===== src/pkg/csb_pkg.sv =====
// Shared constants and types for the compare, skip and relative branch unit.
// Assumes an 8-bit core with a word-addressed 16-bit program counter.
package csb_pkg;

	// Datapath widths.
	localparam int PC_W   = 16;
	localparam int DATA_W = 8;
	localparam int OFS_W  = 7;
	localparam int SEL_W  = 3;

	// Bit positions inside the status register.
	localparam logic [2:0] FLAG_C = 3'h0;
	localparam logic [2:0] FLAG_Z = 3'h1;
	localparam logic [2:0] FLAG_N = 3'h2;
	localparam logic [2:0] FLAG_V = 3'h3;
	localparam logic [2:0] FLAG_S = 3'h4;
	localparam logic [2:0] FLAG_H = 3'h5;
	localparam logic [2:0] FLAG_T = 3'h6;
	localparam logic [2:0] FLAG_I = 3'h7;

	// Cycle counts of the instruction classes.
	localparam logic [1:0] CYC_PLAIN     = 2'h1;
	localparam logic [1:0] CYC_SKIP_ONE  = 2'h2;
	localparam logic [1:0] CYC_SKIP_TWO  = 2'h3;
	localparam logic [1:0] CYC_BR_TAKEN  = 2'h2;
	localparam logic [1:0] CNT_LAST      = 2'h1;

	// Program counter steps in words.
	localparam logic [15:0] PC_STEP_NEXT     = 16'h0001;
	localparam logic [15:0] PC_STEP_SKIP_ONE = 16'h0002;
	localparam logic [15:0] PC_STEP_SKIP_TWO = 16'h0003;

	// Reset values.
	localparam logic [15:0] RST_PC     = 16'h0000;
	localparam logic [7:0]  RST_STATUS = 8'h00;
	localparam logic [1:0]  RST_CNT    = 2'h0;

	// Operation codes presented on the op port.
	typedef enum logic [4:0] {
		OP_COMPARE_SKIP_EQUAL      = 5'h00,
		OP_COMPARE_REGS            = 5'h01,
		OP_COMPARE_REGS_WITH_CARRY = 5'h02,
		OP_COMPARE_IMMEDIATE       = 5'h03,
		OP_SKIP_IF_REG_BIT_CLEAR   = 5'h04,
		OP_SKIP_IF_REG_BIT_SET     = 5'h05,
		OP_SKIP_IF_IO_BIT_CLEAR    = 5'h06,
		OP_SKIP_IF_IO_BIT_SET      = 5'h07,
		OP_BRANCH_IF_FLAG_SET      = 5'h08,
		OP_BRANCH_IF_FLAG_CLEAR    = 5'h09,
		OP_BRANCH_IF_EQUAL         = 5'h0a,
		OP_BRANCH_IF_NOT_EQUAL     = 5'h0b,
		OP_BRANCH_IF_CARRY_SET     = 5'h0c,
		OP_BRANCH_IF_CARRY_CLEAR   = 5'h0d,
		OP_BRANCH_IF_SAME_OR_HIGHER = 5'h0e,
		OP_BRANCH_IF_LOWER         = 5'h0f,
		OP_BRANCH_IF_MINUS         = 5'h10,
		OP_BRANCH_IF_PLUS          = 5'h11,
		OP_BRANCH_IF_GREATER_EQUAL = 5'h12,
		OP_BRANCH_IF_LESS_THAN     = 5'h13,
		OP_BRANCH_IF_HALF_CARRY_SET = 5'h14,
		OP_BRANCH_IF_HALF_CARRY_CLEAR = 5'h15,
		OP_BRANCH_IF_T_SET         = 5'h16,
		OP_BRANCH_IF_T_CLEAR       = 5'h17,
		OP_BRANCH_IF_OVERFLOW_SET  = 5'h18
	} csb_op_type;

	// Sequencer states, one-hot.
	typedef enum logic [1:0] {
		ST_IDLE = 2'b01,
		ST_HOLD = 2'b10
	} csb_state_type;

	// Whole state of the top module.
	typedef struct packed {
		csb_state_type state;
		logic [1:0]    cnt;
		logic          busy;
		logic          done;
		logic          status_we;
		logic          illegal;
		logic          taken;
		logic [15:0]   pc_out;
		logic [7:0]    status_out;
	} csb_unit_state_type;

endpackage


===== src/csb_cmp.sv =====
// Flag generator for the compare instructions: subtracts and drops the result.
// Assumes the caller only uses the flags when a compare is executing.
`timescale 1ns/1ps
module csb_cmp (
	input  wire logic [7:0] a_val,
	input  wire logic [7:0] b_val,
	input  wire logic       use_carry,
	input  wire logic [7:0] status_in,
	output logic [7:0]      status_out
);
	import csb_pkg::*;

	logic       cin;
	logic [8:0] diff;
	logic [7:0] r;

	// The difference is only needed for flag derivation; no result leaves.
	assign cin  = use_carry & status_in[FLAG_C];
	assign diff = {1'b0, a_val} - {1'b0, b_val} - {8'h00, cin};
	assign r    = diff[7:0];

	// Borrow style carry, half carry and overflow of a subtraction.
	always_comb begin
		status_out         = status_in;
		status_out[FLAG_C] = (~a_val[7] & b_val[7]) | (b_val[7] & r[7]) | (r[7] & ~a_val[7]); // [RULE_02]
		status_out[FLAG_H] = (~a_val[3] & b_val[3]) | (b_val[3] & r[3]) | (r[3] & ~a_val[3]); // [RULE_02]
		status_out[FLAG_V] = (a_val[7] & ~b_val[7] & ~r[7]) | (~a_val[7] & b_val[7] & r[7]); // [RULE_02]
		status_out[FLAG_N] = r[7]; // [RULE_02]
		// With carry the zero flag only clears, so chained compares test the whole word.
		if (use_carry) begin
			status_out[FLAG_Z] = (r == 8'h00) & status_in[FLAG_Z]; // [RULE_02]
		end else begin
			status_out[FLAG_Z] = (r == 8'h00); // [RULE_02]
		end
	end
endmodule


===== src/csb_cond.sv =====
// Condition decoder: classifies an operation and evaluates its test.
// Assumes operands are stable while the op is presented.
`timescale 1ns/1ps
module csb_cond (
	input  csb_pkg::csb_op_type op,
	input  wire logic [7:0]     status_in,
	input  wire logic [7:0]     rd_val,
	input  wire logic [7:0]     rr_val,
	input  wire logic [7:0]     io_val,
	input  wire logic [2:0]     bit_sel,
	input  wire logic [2:0]     flag_sel,
	output logic                is_compare,
	output logic                is_skip,
	output logic                is_branch,
	output logic                use_carry,
	output logic                use_imm,
	output logic                cond,
	output logic                legal
);
	import csb_pkg::*;

	logic sign_lt;

	// Sign-corrected less-than.
	assign sign_lt = status_in[FLAG_N] ^ status_in[FLAG_V]; // [RULE_10]

	// One test per operation; unlisted codes are flagged illegal.
	always_comb begin
		is_compare = 1'b0;
		is_skip    = 1'b0;
		is_branch  = 1'b0;
		use_carry  = 1'b0;
		use_imm    = 1'b0;
		cond       = 1'b0;
		legal      = 1'b1;
		unique case (op)
			OP_COMPARE_SKIP_EQUAL: begin
				is_skip = 1'b1;
				cond    = (rd_val == rr_val); // [RULE_01]
			end
			OP_COMPARE_REGS: begin
				is_compare = 1'b1;
			end
			OP_COMPARE_REGS_WITH_CARRY: begin
				is_compare = 1'b1;
				use_carry  = 1'b1;
			end
			OP_COMPARE_IMMEDIATE: begin
				is_compare = 1'b1;
				use_imm    = 1'b1;
			end
			OP_SKIP_IF_REG_BIT_CLEAR: begin
				is_skip = 1'b1;
				cond    = ~rr_val[bit_sel]; // [RULE_03]
			end
			OP_SKIP_IF_REG_BIT_SET: begin
				is_skip = 1'b1;
				cond    = rr_val[bit_sel]; // [RULE_03]
			end
			OP_SKIP_IF_IO_BIT_CLEAR: begin
				is_skip = 1'b1;
				cond    = ~io_val[bit_sel]; // [RULE_04]
			end
			OP_SKIP_IF_IO_BIT_SET: begin
				is_skip = 1'b1;
				cond    = io_val[bit_sel]; // [RULE_04]
			end
			OP_BRANCH_IF_FLAG_SET: begin
				is_branch = 1'b1;
				cond      = status_in[flag_sel]; // [RULE_05]
			end
			OP_BRANCH_IF_FLAG_CLEAR: begin
				is_branch = 1'b1;
				cond      = ~status_in[flag_sel]; // [RULE_05]
			end
			OP_BRANCH_IF_EQUAL: begin
				is_branch = 1'b1;
				cond      = status_in[FLAG_Z]; // [RULE_07]
			end
			OP_BRANCH_IF_NOT_EQUAL: begin
				is_branch = 1'b1;
				cond      = ~status_in[FLAG_Z]; // [RULE_07]
			end
			OP_BRANCH_IF_CARRY_SET, OP_BRANCH_IF_LOWER: begin
				is_branch = 1'b1;
				cond      = status_in[FLAG_C]; // [RULE_08]
			end
			OP_BRANCH_IF_CARRY_CLEAR, OP_BRANCH_IF_SAME_OR_HIGHER: begin
				is_branch = 1'b1;
				cond      = ~status_in[FLAG_C]; // [RULE_08]
			end
			OP_BRANCH_IF_MINUS: begin
				is_branch = 1'b1;
				cond      = status_in[FLAG_N]; // [RULE_09]
			end
			OP_BRANCH_IF_PLUS: begin
				is_branch = 1'b1;
				cond      = ~status_in[FLAG_N]; // [RULE_09]
			end
			OP_BRANCH_IF_GREATER_EQUAL: begin
				is_branch = 1'b1;
				cond      = ~sign_lt; // [RULE_10]
			end
			OP_BRANCH_IF_LESS_THAN: begin
				is_branch = 1'b1;
				cond      = sign_lt; // [RULE_10]
			end
			OP_BRANCH_IF_HALF_CARRY_SET: begin
				is_branch = 1'b1;
				cond      = status_in[FLAG_H]; // [RULE_11]
			end
			OP_BRANCH_IF_HALF_CARRY_CLEAR: begin
				is_branch = 1'b1;
				cond      = ~status_in[FLAG_H]; // [RULE_11]
			end
			OP_BRANCH_IF_T_SET: begin
				is_branch = 1'b1;
				cond      = status_in[FLAG_T]; // [RULE_12]
			end
			OP_BRANCH_IF_T_CLEAR: begin
				is_branch = 1'b1;
				cond      = ~status_in[FLAG_T]; // [RULE_12]
			end
			OP_BRANCH_IF_OVERFLOW_SET: begin
				is_branch = 1'b1;
				cond      = status_in[FLAG_V]; // [RULE_13]
			end
			default: begin
				legal = 1'b0;
			end
		endcase
	end
endmodule


===== src/csb_unit.sv =====
// Execution unit for compare, conditional skip and conditional relative branch.
// Assumes the core presents one operation per issue strobe, with the address
// of that instruction on pc_in and the live status register on status_in,
// and that it holds off new issues while busy is high.
//
// Notes on behaviour
// [RULE_01] Compare-skip-equal skips on match; 1/2/3 cycles.
// [RULE_02] Compares set Z,N,V,C,H; result discarded; 1 cycle.
// [RULE_03] Register bit skips test clear or set bit.
// [RULE_04] I/O bit skips test bit; flags untouched.
// [RULE_05] Flag branches test selected status bit.
// [RULE_06] Branches: 1 cycle untaken, 2 taken; flags kept.
// [RULE_07] Equal branches follow the zero flag.
// [RULE_08] Carry and lower/higher branches follow carry.
// [RULE_09] Minus and plus branches follow negative flag.
// [RULE_10] Signed branches use negative xor overflow.
// [RULE_11] Half-carry branches follow the half-carry flag.
// [RULE_12] T branches follow the transfer bit flag.
// [RULE_13] Overflow-set branch follows the overflow flag.
// [RULE_14] Branch offset is signed two's complement.
`timescale 1ns/1ps
module csb_unit (
	input  wire logic           mclk,
	input  wire logic           rst,
	input  wire logic           issue,
	input  csb_pkg::csb_op_type op,
	input  wire logic [15:0]    pc_in,
	input  wire logic [7:0]     status_in,
	input  wire logic [7:0]     rd_val,
	input  wire logic [7:0]     rr_val,
	input  wire logic [7:0]     imm_val,
	input  wire logic [7:0]     io_val,
	input  wire logic [2:0]     bit_sel,
	input  wire logic [2:0]     flag_sel,
	input  wire logic [6:0]     offset,
	input  wire logic           next_two_word,
	output logic                busy,
	output logic                done,
	output logic                taken,
	output logic [15:0]         pc_out,
	output logic [7:0]          status_out,
	output logic                status_we,
	output logic                illegal
);
	import csb_pkg::*;

	csb_unit_state_type s_ff;
	csb_unit_state_type nxt_s;

	logic        is_compare;
	logic        is_skip;
	logic        is_branch;
	logic        use_carry;
	logic        use_imm;
	logic        cond;
	logic        legal;
	logic [7:0]  cmp_b;
	logic [7:0]  cmp_status;
	logic [15:0] ofs_ext;
	logic [15:0] branch_target;
	logic [15:0] skip_target;
	logic [15:0] next_pc;
	logic [1:0]  skip_cycles;
	logic        accept;

	// Classification and condition test of the presented operation.
	csb_cond u_cond (
		.op         (op),
		.status_in  (status_in),
		.rd_val     (rd_val),
		.rr_val     (rr_val),
		.io_val     (io_val),
		.bit_sel    (bit_sel),
		.flag_sel   (flag_sel),
		.is_compare (is_compare),
		.is_skip    (is_skip),
		.is_branch  (is_branch),
		.use_carry  (use_carry),
		.use_imm    (use_imm),
		.cond       (cond),
		.legal      (legal)
	);

	// The immediate form compares against the constant, not the second register.
	assign cmp_b = use_imm ? imm_val : rr_val;

	// Subtraction whose only product is the new flag set.
	csb_cmp u_cmp (
		.a_val      (rd_val),
		.b_val      (cmp_b),
		.use_carry  (use_carry),
		.status_in  (status_in),
		.status_out (cmp_status)
	);

	// Sign extension lets a taken branch move backward as well as forward.
	assign ofs_ext = {{(PC_W - OFS_W){offset[OFS_W - 1]}}, offset}; // [RULE_14]

	// Relative target: own address plus offset plus one; wraps modulo 2^16.
	assign branch_target = pc_in + ofs_ext + PC_STEP_NEXT; // [RULE_05] [RULE_07] [RULE_09] [RULE_13]

	// A skip hops over one or two words depending on the size of the next instruction.
	assign skip_target = next_two_word ? (pc_in + PC_STEP_SKIP_TWO) : (pc_in + PC_STEP_SKIP_ONE); // [RULE_01]
	assign skip_cycles = next_two_word ? CYC_SKIP_TWO : CYC_SKIP_ONE; // [RULE_01] [RULE_03] [RULE_04]

	// New issues are only taken while idle; an issue during busy is dropped.
	assign accept = issue & (s_ff.state == ST_IDLE);

	// Next program counter for the accepted operation.
	always_comb begin
		next_pc = pc_in + PC_STEP_NEXT;
		if (legal && is_branch && cond) begin
			next_pc = branch_target; // [RULE_05] [RULE_07] [RULE_08] [RULE_10]
		end else if (legal && is_skip && cond) begin
			next_pc = skip_target; // [RULE_01] [RULE_03] [RULE_04]
		end
	end

	// Sequencer: latches results on issue and holds busy for the extra cycles.
	// Done pulses on the last cycle of the instruction, but pc_out, taken and the flags
	// are already registered on the cycle after issue and hold while busy is high.
	always_comb begin
		nxt_s           = s_ff;
		nxt_s.done      = 1'b0;
		nxt_s.status_we = 1'b0;
		unique case (s_ff.state)
			ST_IDLE: begin
				if (accept) begin
					nxt_s.pc_out  = next_pc;
					nxt_s.illegal = ~legal;
					nxt_s.taken   = legal & (is_branch | is_skip) & cond;
					// Only compares touch the flags; skips and branches pass them through.
					if (legal && is_compare) begin
						nxt_s.status_out = cmp_status; // [RULE_02]
					end else begin
						nxt_s.status_out = status_in; // [RULE_04] [RULE_06]
					end
					if (legal && is_skip && cond) begin
						nxt_s.state = ST_HOLD;
						nxt_s.busy  = 1'b1;
						nxt_s.cnt   = skip_cycles - CNT_LAST; // [RULE_01] [RULE_03] [RULE_04]
					end else if (legal && is_branch && cond) begin
						nxt_s.state = ST_HOLD;
						nxt_s.busy  = 1'b1;
						nxt_s.cnt   = CYC_BR_TAKEN - CNT_LAST; // [RULE_06] [RULE_11] [RULE_12] [RULE_13]
					end else begin
						// Single cycle: compares, untaken branches, untaken skips and illegal codes.
						nxt_s.done      = 1'b1; // [RULE_02] [RULE_06]
						nxt_s.status_we = legal & is_compare; // [RULE_02]
						nxt_s.cnt       = RST_CNT;
					end
				end
			end
			ST_HOLD: begin
				if (s_ff.cnt == CNT_LAST) begin
					nxt_s.state = ST_IDLE;
					nxt_s.busy  = 1'b0;
					nxt_s.done  = 1'b1;
					nxt_s.cnt   = RST_CNT;
				end else begin
					nxt_s.cnt = s_ff.cnt - CNT_LAST;
				end
			end
			default: begin
				// A corrupted state code recovers to idle without a result.
				nxt_s.state = ST_IDLE;
				nxt_s.busy  = 1'b0;
				nxt_s.cnt   = RST_CNT;
			end
		endcase
	end

	// State register with synchronous reset.
	always_ff @(posedge mclk) begin
		if (rst) begin
			s_ff.state      <= ST_IDLE;
			s_ff.cnt        <= RST_CNT;
			s_ff.busy       <= 1'b0;
			s_ff.done       <= 1'b0;
			s_ff.status_we  <= 1'b0;
			s_ff.illegal    <= 1'b0;
			s_ff.taken      <= 1'b0;
			s_ff.pc_out     <= RST_PC;
			s_ff.status_out <= RST_STATUS;
		end else begin
			s_ff <= nxt_s;
		end
	end

	// Outputs come straight from the state register.
	assign busy       = s_ff.busy;
	assign done       = s_ff.done;
	assign taken      = s_ff.taken;
	assign pc_out     = s_ff.pc_out;
	assign status_out = s_ff.status_out;
	assign status_we  = s_ff.status_we;
	assign illegal    = s_ff.illegal;
endmodule


===== config.mk =====
export PLATFORM = sky130hd
export DESIGN_NAME = csb_unit
export DESIGN_NICKNAME = d
export VERILOG_FILES = /design/src/pkg/csb_pkg.sv /design/src/csb_cmp.sv /design/src/csb_cond.sv /design/src/csb_unit.sv
export SDC_FILE = /design/constraint.sdc
export NUM_CORES = 1
export LEC_CHECK = 0
export ABC_AREA = 0
export BUFFER_PORTS_ARGS = -buffer_cell sky130_fd_sc_hd__buf_2
export CAP_MARGIN = 20
export CORE_MARGIN = 4
export CORE_UTILIZATION = 58
export CTS_CLUSTER_DIAMETER = 80
export DETAILED_ROUTE_END_ITERATION = 10
export GPL_TIMING_DRIVEN = 1
export PLACE_DENSITY = 0.95
export SLEW_MARGIN = 20
export SYNTH_ARGS = -nofsm -noshare
export SYNTH_HDL_FRONTEND = slang
export SYNTH_SLANG_ARGS = --single-unit

===== constraint.sdc =====
create_clock -name mclk -period 6.7 [get_ports mclk]
set_clock_uncertainty 0.1 [all_clocks]
set_input_delay 0.67 -clock mclk [delete_from_list [all_inputs] [get_ports mclk]]
set_output_delay 0.67 -clock mclk [all_outputs]
set_load 0.005 [all_outputs]

==> qor.yml <==
grt:
  grt_pass1_vias: 4013
  grt_max_degree: 36
  grt_usage: 0.269
  antenna_found_initial: 0
  grt_pass1_wl_um: 18400
  gr-total-overflow: 0
die:
  die_w_um: 89.9
  ios: 107
  start_util: 0.605
  die_h_um: 89.9
  rows: 29
  dieArea_um2: 8080
  core_area_um2: 6420
clock_tree:
  cts_resized: 0
  cts_made_buffers: 5
  postCtsSetupBuffers: 0
  cts_hold_buf: 0
  clock-sinks: 32
  clk_pin_slew_ps: 60
  cts_tree: "done"
  clkLatencyLatePin_ps: 280
  ctsRootBufferMaster: "clkbuf_8"
  htreeDepth: 2
  cts.path.max_buffers: 2
sta:
  setup_viol: 0
  slew_viol_final: 0
  tightestPinTransition_ps: 736
  tns_ps: 0
  hold_violations: 0
  finalCritPeriodShare: 0.662
  period_minus_slack_ps: 4440
  whs_ps: 355
  clock.fmax_ghz: 0.225
  rsz0062_at_grt: "no"
  max_slew_margin: 0.503
finish:
  fill_cells: 529
  drive_above_1_share: 0.253
  final_nets: 674
  syn_to_final_growth_pct: 12.3
  n_antenna_cell: 0
  final_core_util: 0.680
detailed_routing:
  first_pass_iters: 5
  drc_errors: 0
  antenna_left: 0
  avgRoutedWirePerCell_um: 17.1
  viasPerCell: 6.26
  drtIter0Drc: 200
  wirelength_um: 10900
  route.vias.total: 3967
logic_synthesis:
  synth_top_area_share: 0.165
  syn_nets: 604
  synth_common_cells: "36 x ha_1, 34 x nand2_1, 33 x a21oi_1"
  yosysTopAreaCell: "dfxtp_1"
  yosysWarnings: 0
  ys_top_cells_by_area: "dfxtp_1 16%, ha_1 12%, xnor2_1 5.9%"
  synth_edf_count: 0
  synth_area_um2: 3890
  synthCells: 487
  yosysMostFrequentCell: "ha_1"
  synth_cell_type_count: 65
  seq_area_frac_synth: 0.165
  synthArstFlopShare: 0
  ys_seq_elements: 32
  synth_area_per_cell_um2: 7.99
  dominantRegCellSynth: "dfxtp_1"
power_and_ir_drop:
  leakagePower_uw: 0.00201
  total_power_uw: 694
  peakVddDrop_mv: 0.0981
  power_density_nw_per_um2: 159
setup_path:
  path_max_fanout: 9
  endpoint_kind: "register"
  cp_data_required_time_ps: 6830
  crit_type: "in2reg"
  crit_path_start_kind: "input pin"
  critPathArrivalTime_ps: 4570
placement:
  hpwlAfterDp_um: 8670
  port_buffers: 106
  place.gp.congestion: 0.885
flow_run:
  drv_cap: 0
outcome:
  status: "finished clean"
worst_hold_path:
  worstHoldPathType: "reg2reg"
==> where the power goes <==
group / switching (µW) / total, µW / internal [µW]
clock: 69.0 / 160 / 91.4
combinational: 173 / 311 / 138
sequential: 11.7 / 222 / 211
==> placed cells by master (no fill, tap or decap), types with 10 or more instances in the layout <==
master   instances
a21oi_1         33
and3_1          10
buf_2          106
dfxtp_1         32
ha_1            36
inv_1           32
mux2i_1         12
nand2_1         34
nand3_1         18
nor2_1          32
nor3_1          16
o21a_1          13
o21ai_0         27
xnor2_1         26
xor2_1          10
==> worst paths after layout <==
path	start	endpoint	slack [ps]	cells after the start
max reg2reg	s_ff[32]	pc_out[5]	4590	8
min	status_out[4]	status_out[4]	360	2
min reg2reg	status_out[4]	status_out[4]	360	2
max	op[2]	status_out[3]	2260	16
==> layer usage <==
layer	track usage	vias up	share of wire
met4	0.0931	0	0.023
met2	0.483	167	0.51
li1	-	1887	-
met3	0.0459	30	0.067
met1	0.322	1883	0.40
met5	0	-	0
==> sequential cells by signal, summed over array words and instances, names as in the netlist <==
register	count
pc_out	16
status_out	8
s_ff	4
done	1
illegal	1
status_we	1
taken	1
==> area by class of cell <==
type	count	area [µm²]	share of cell area
Multi-Input combinational cell	379	2870	0.658
Sequential cell	32	641	0.147
Timing Repair Buffer	107	538	0.123
Inverter	32	120	0.0275
Clock buffer	7	96.3	0.0221
Tap cell	77	96.3	0.0221
==> critical path: stages <==
cell      delay, ps
buf_2           160
nor3_1          500
and3_1          490
mux2_2          400
fa_1            440
inv_1            80
ha_1            230
nand2_1          80
a21boi_0         80
o21a_1          190
o21a_1          170
o21ai_0         180
a21oi_1         140
or3b_2          480
a31oi_1         170
a31o_2          110
==> metrics by stage <==
stage / cell area (µm²) / worst slack, ps / std cells
detailed placement: 4270 / 2010 / 627
global route: 4370 / 2000 / 634
floorplan: 3890 / 2340 / 487
finish: 4370 / 2260 / 634
global placement: 4260 / 2210 / 627
CTS: 4370 / 2290 / 634
==> kinds of logic (layout without fill, tap and decap cells) <==
group / count (synthesis) / in the layout / share of synthesized area
buffers and inverters: 76 / 146 / 0.0975
muxes: 29 / 29 / 0.106
xor gates and xnor gates: 38 / 38 / 0.0911
adders and majority gates: 39 / 39 / 0.131
AOI/OAI and AO/OA: 122 / 122 / 0.210
DFF: 32 / 32 / 0.165
and+or+nand+nor: 151 / 151 / 0.199
No activity file was read; power rests on OpenSTA's default activity.
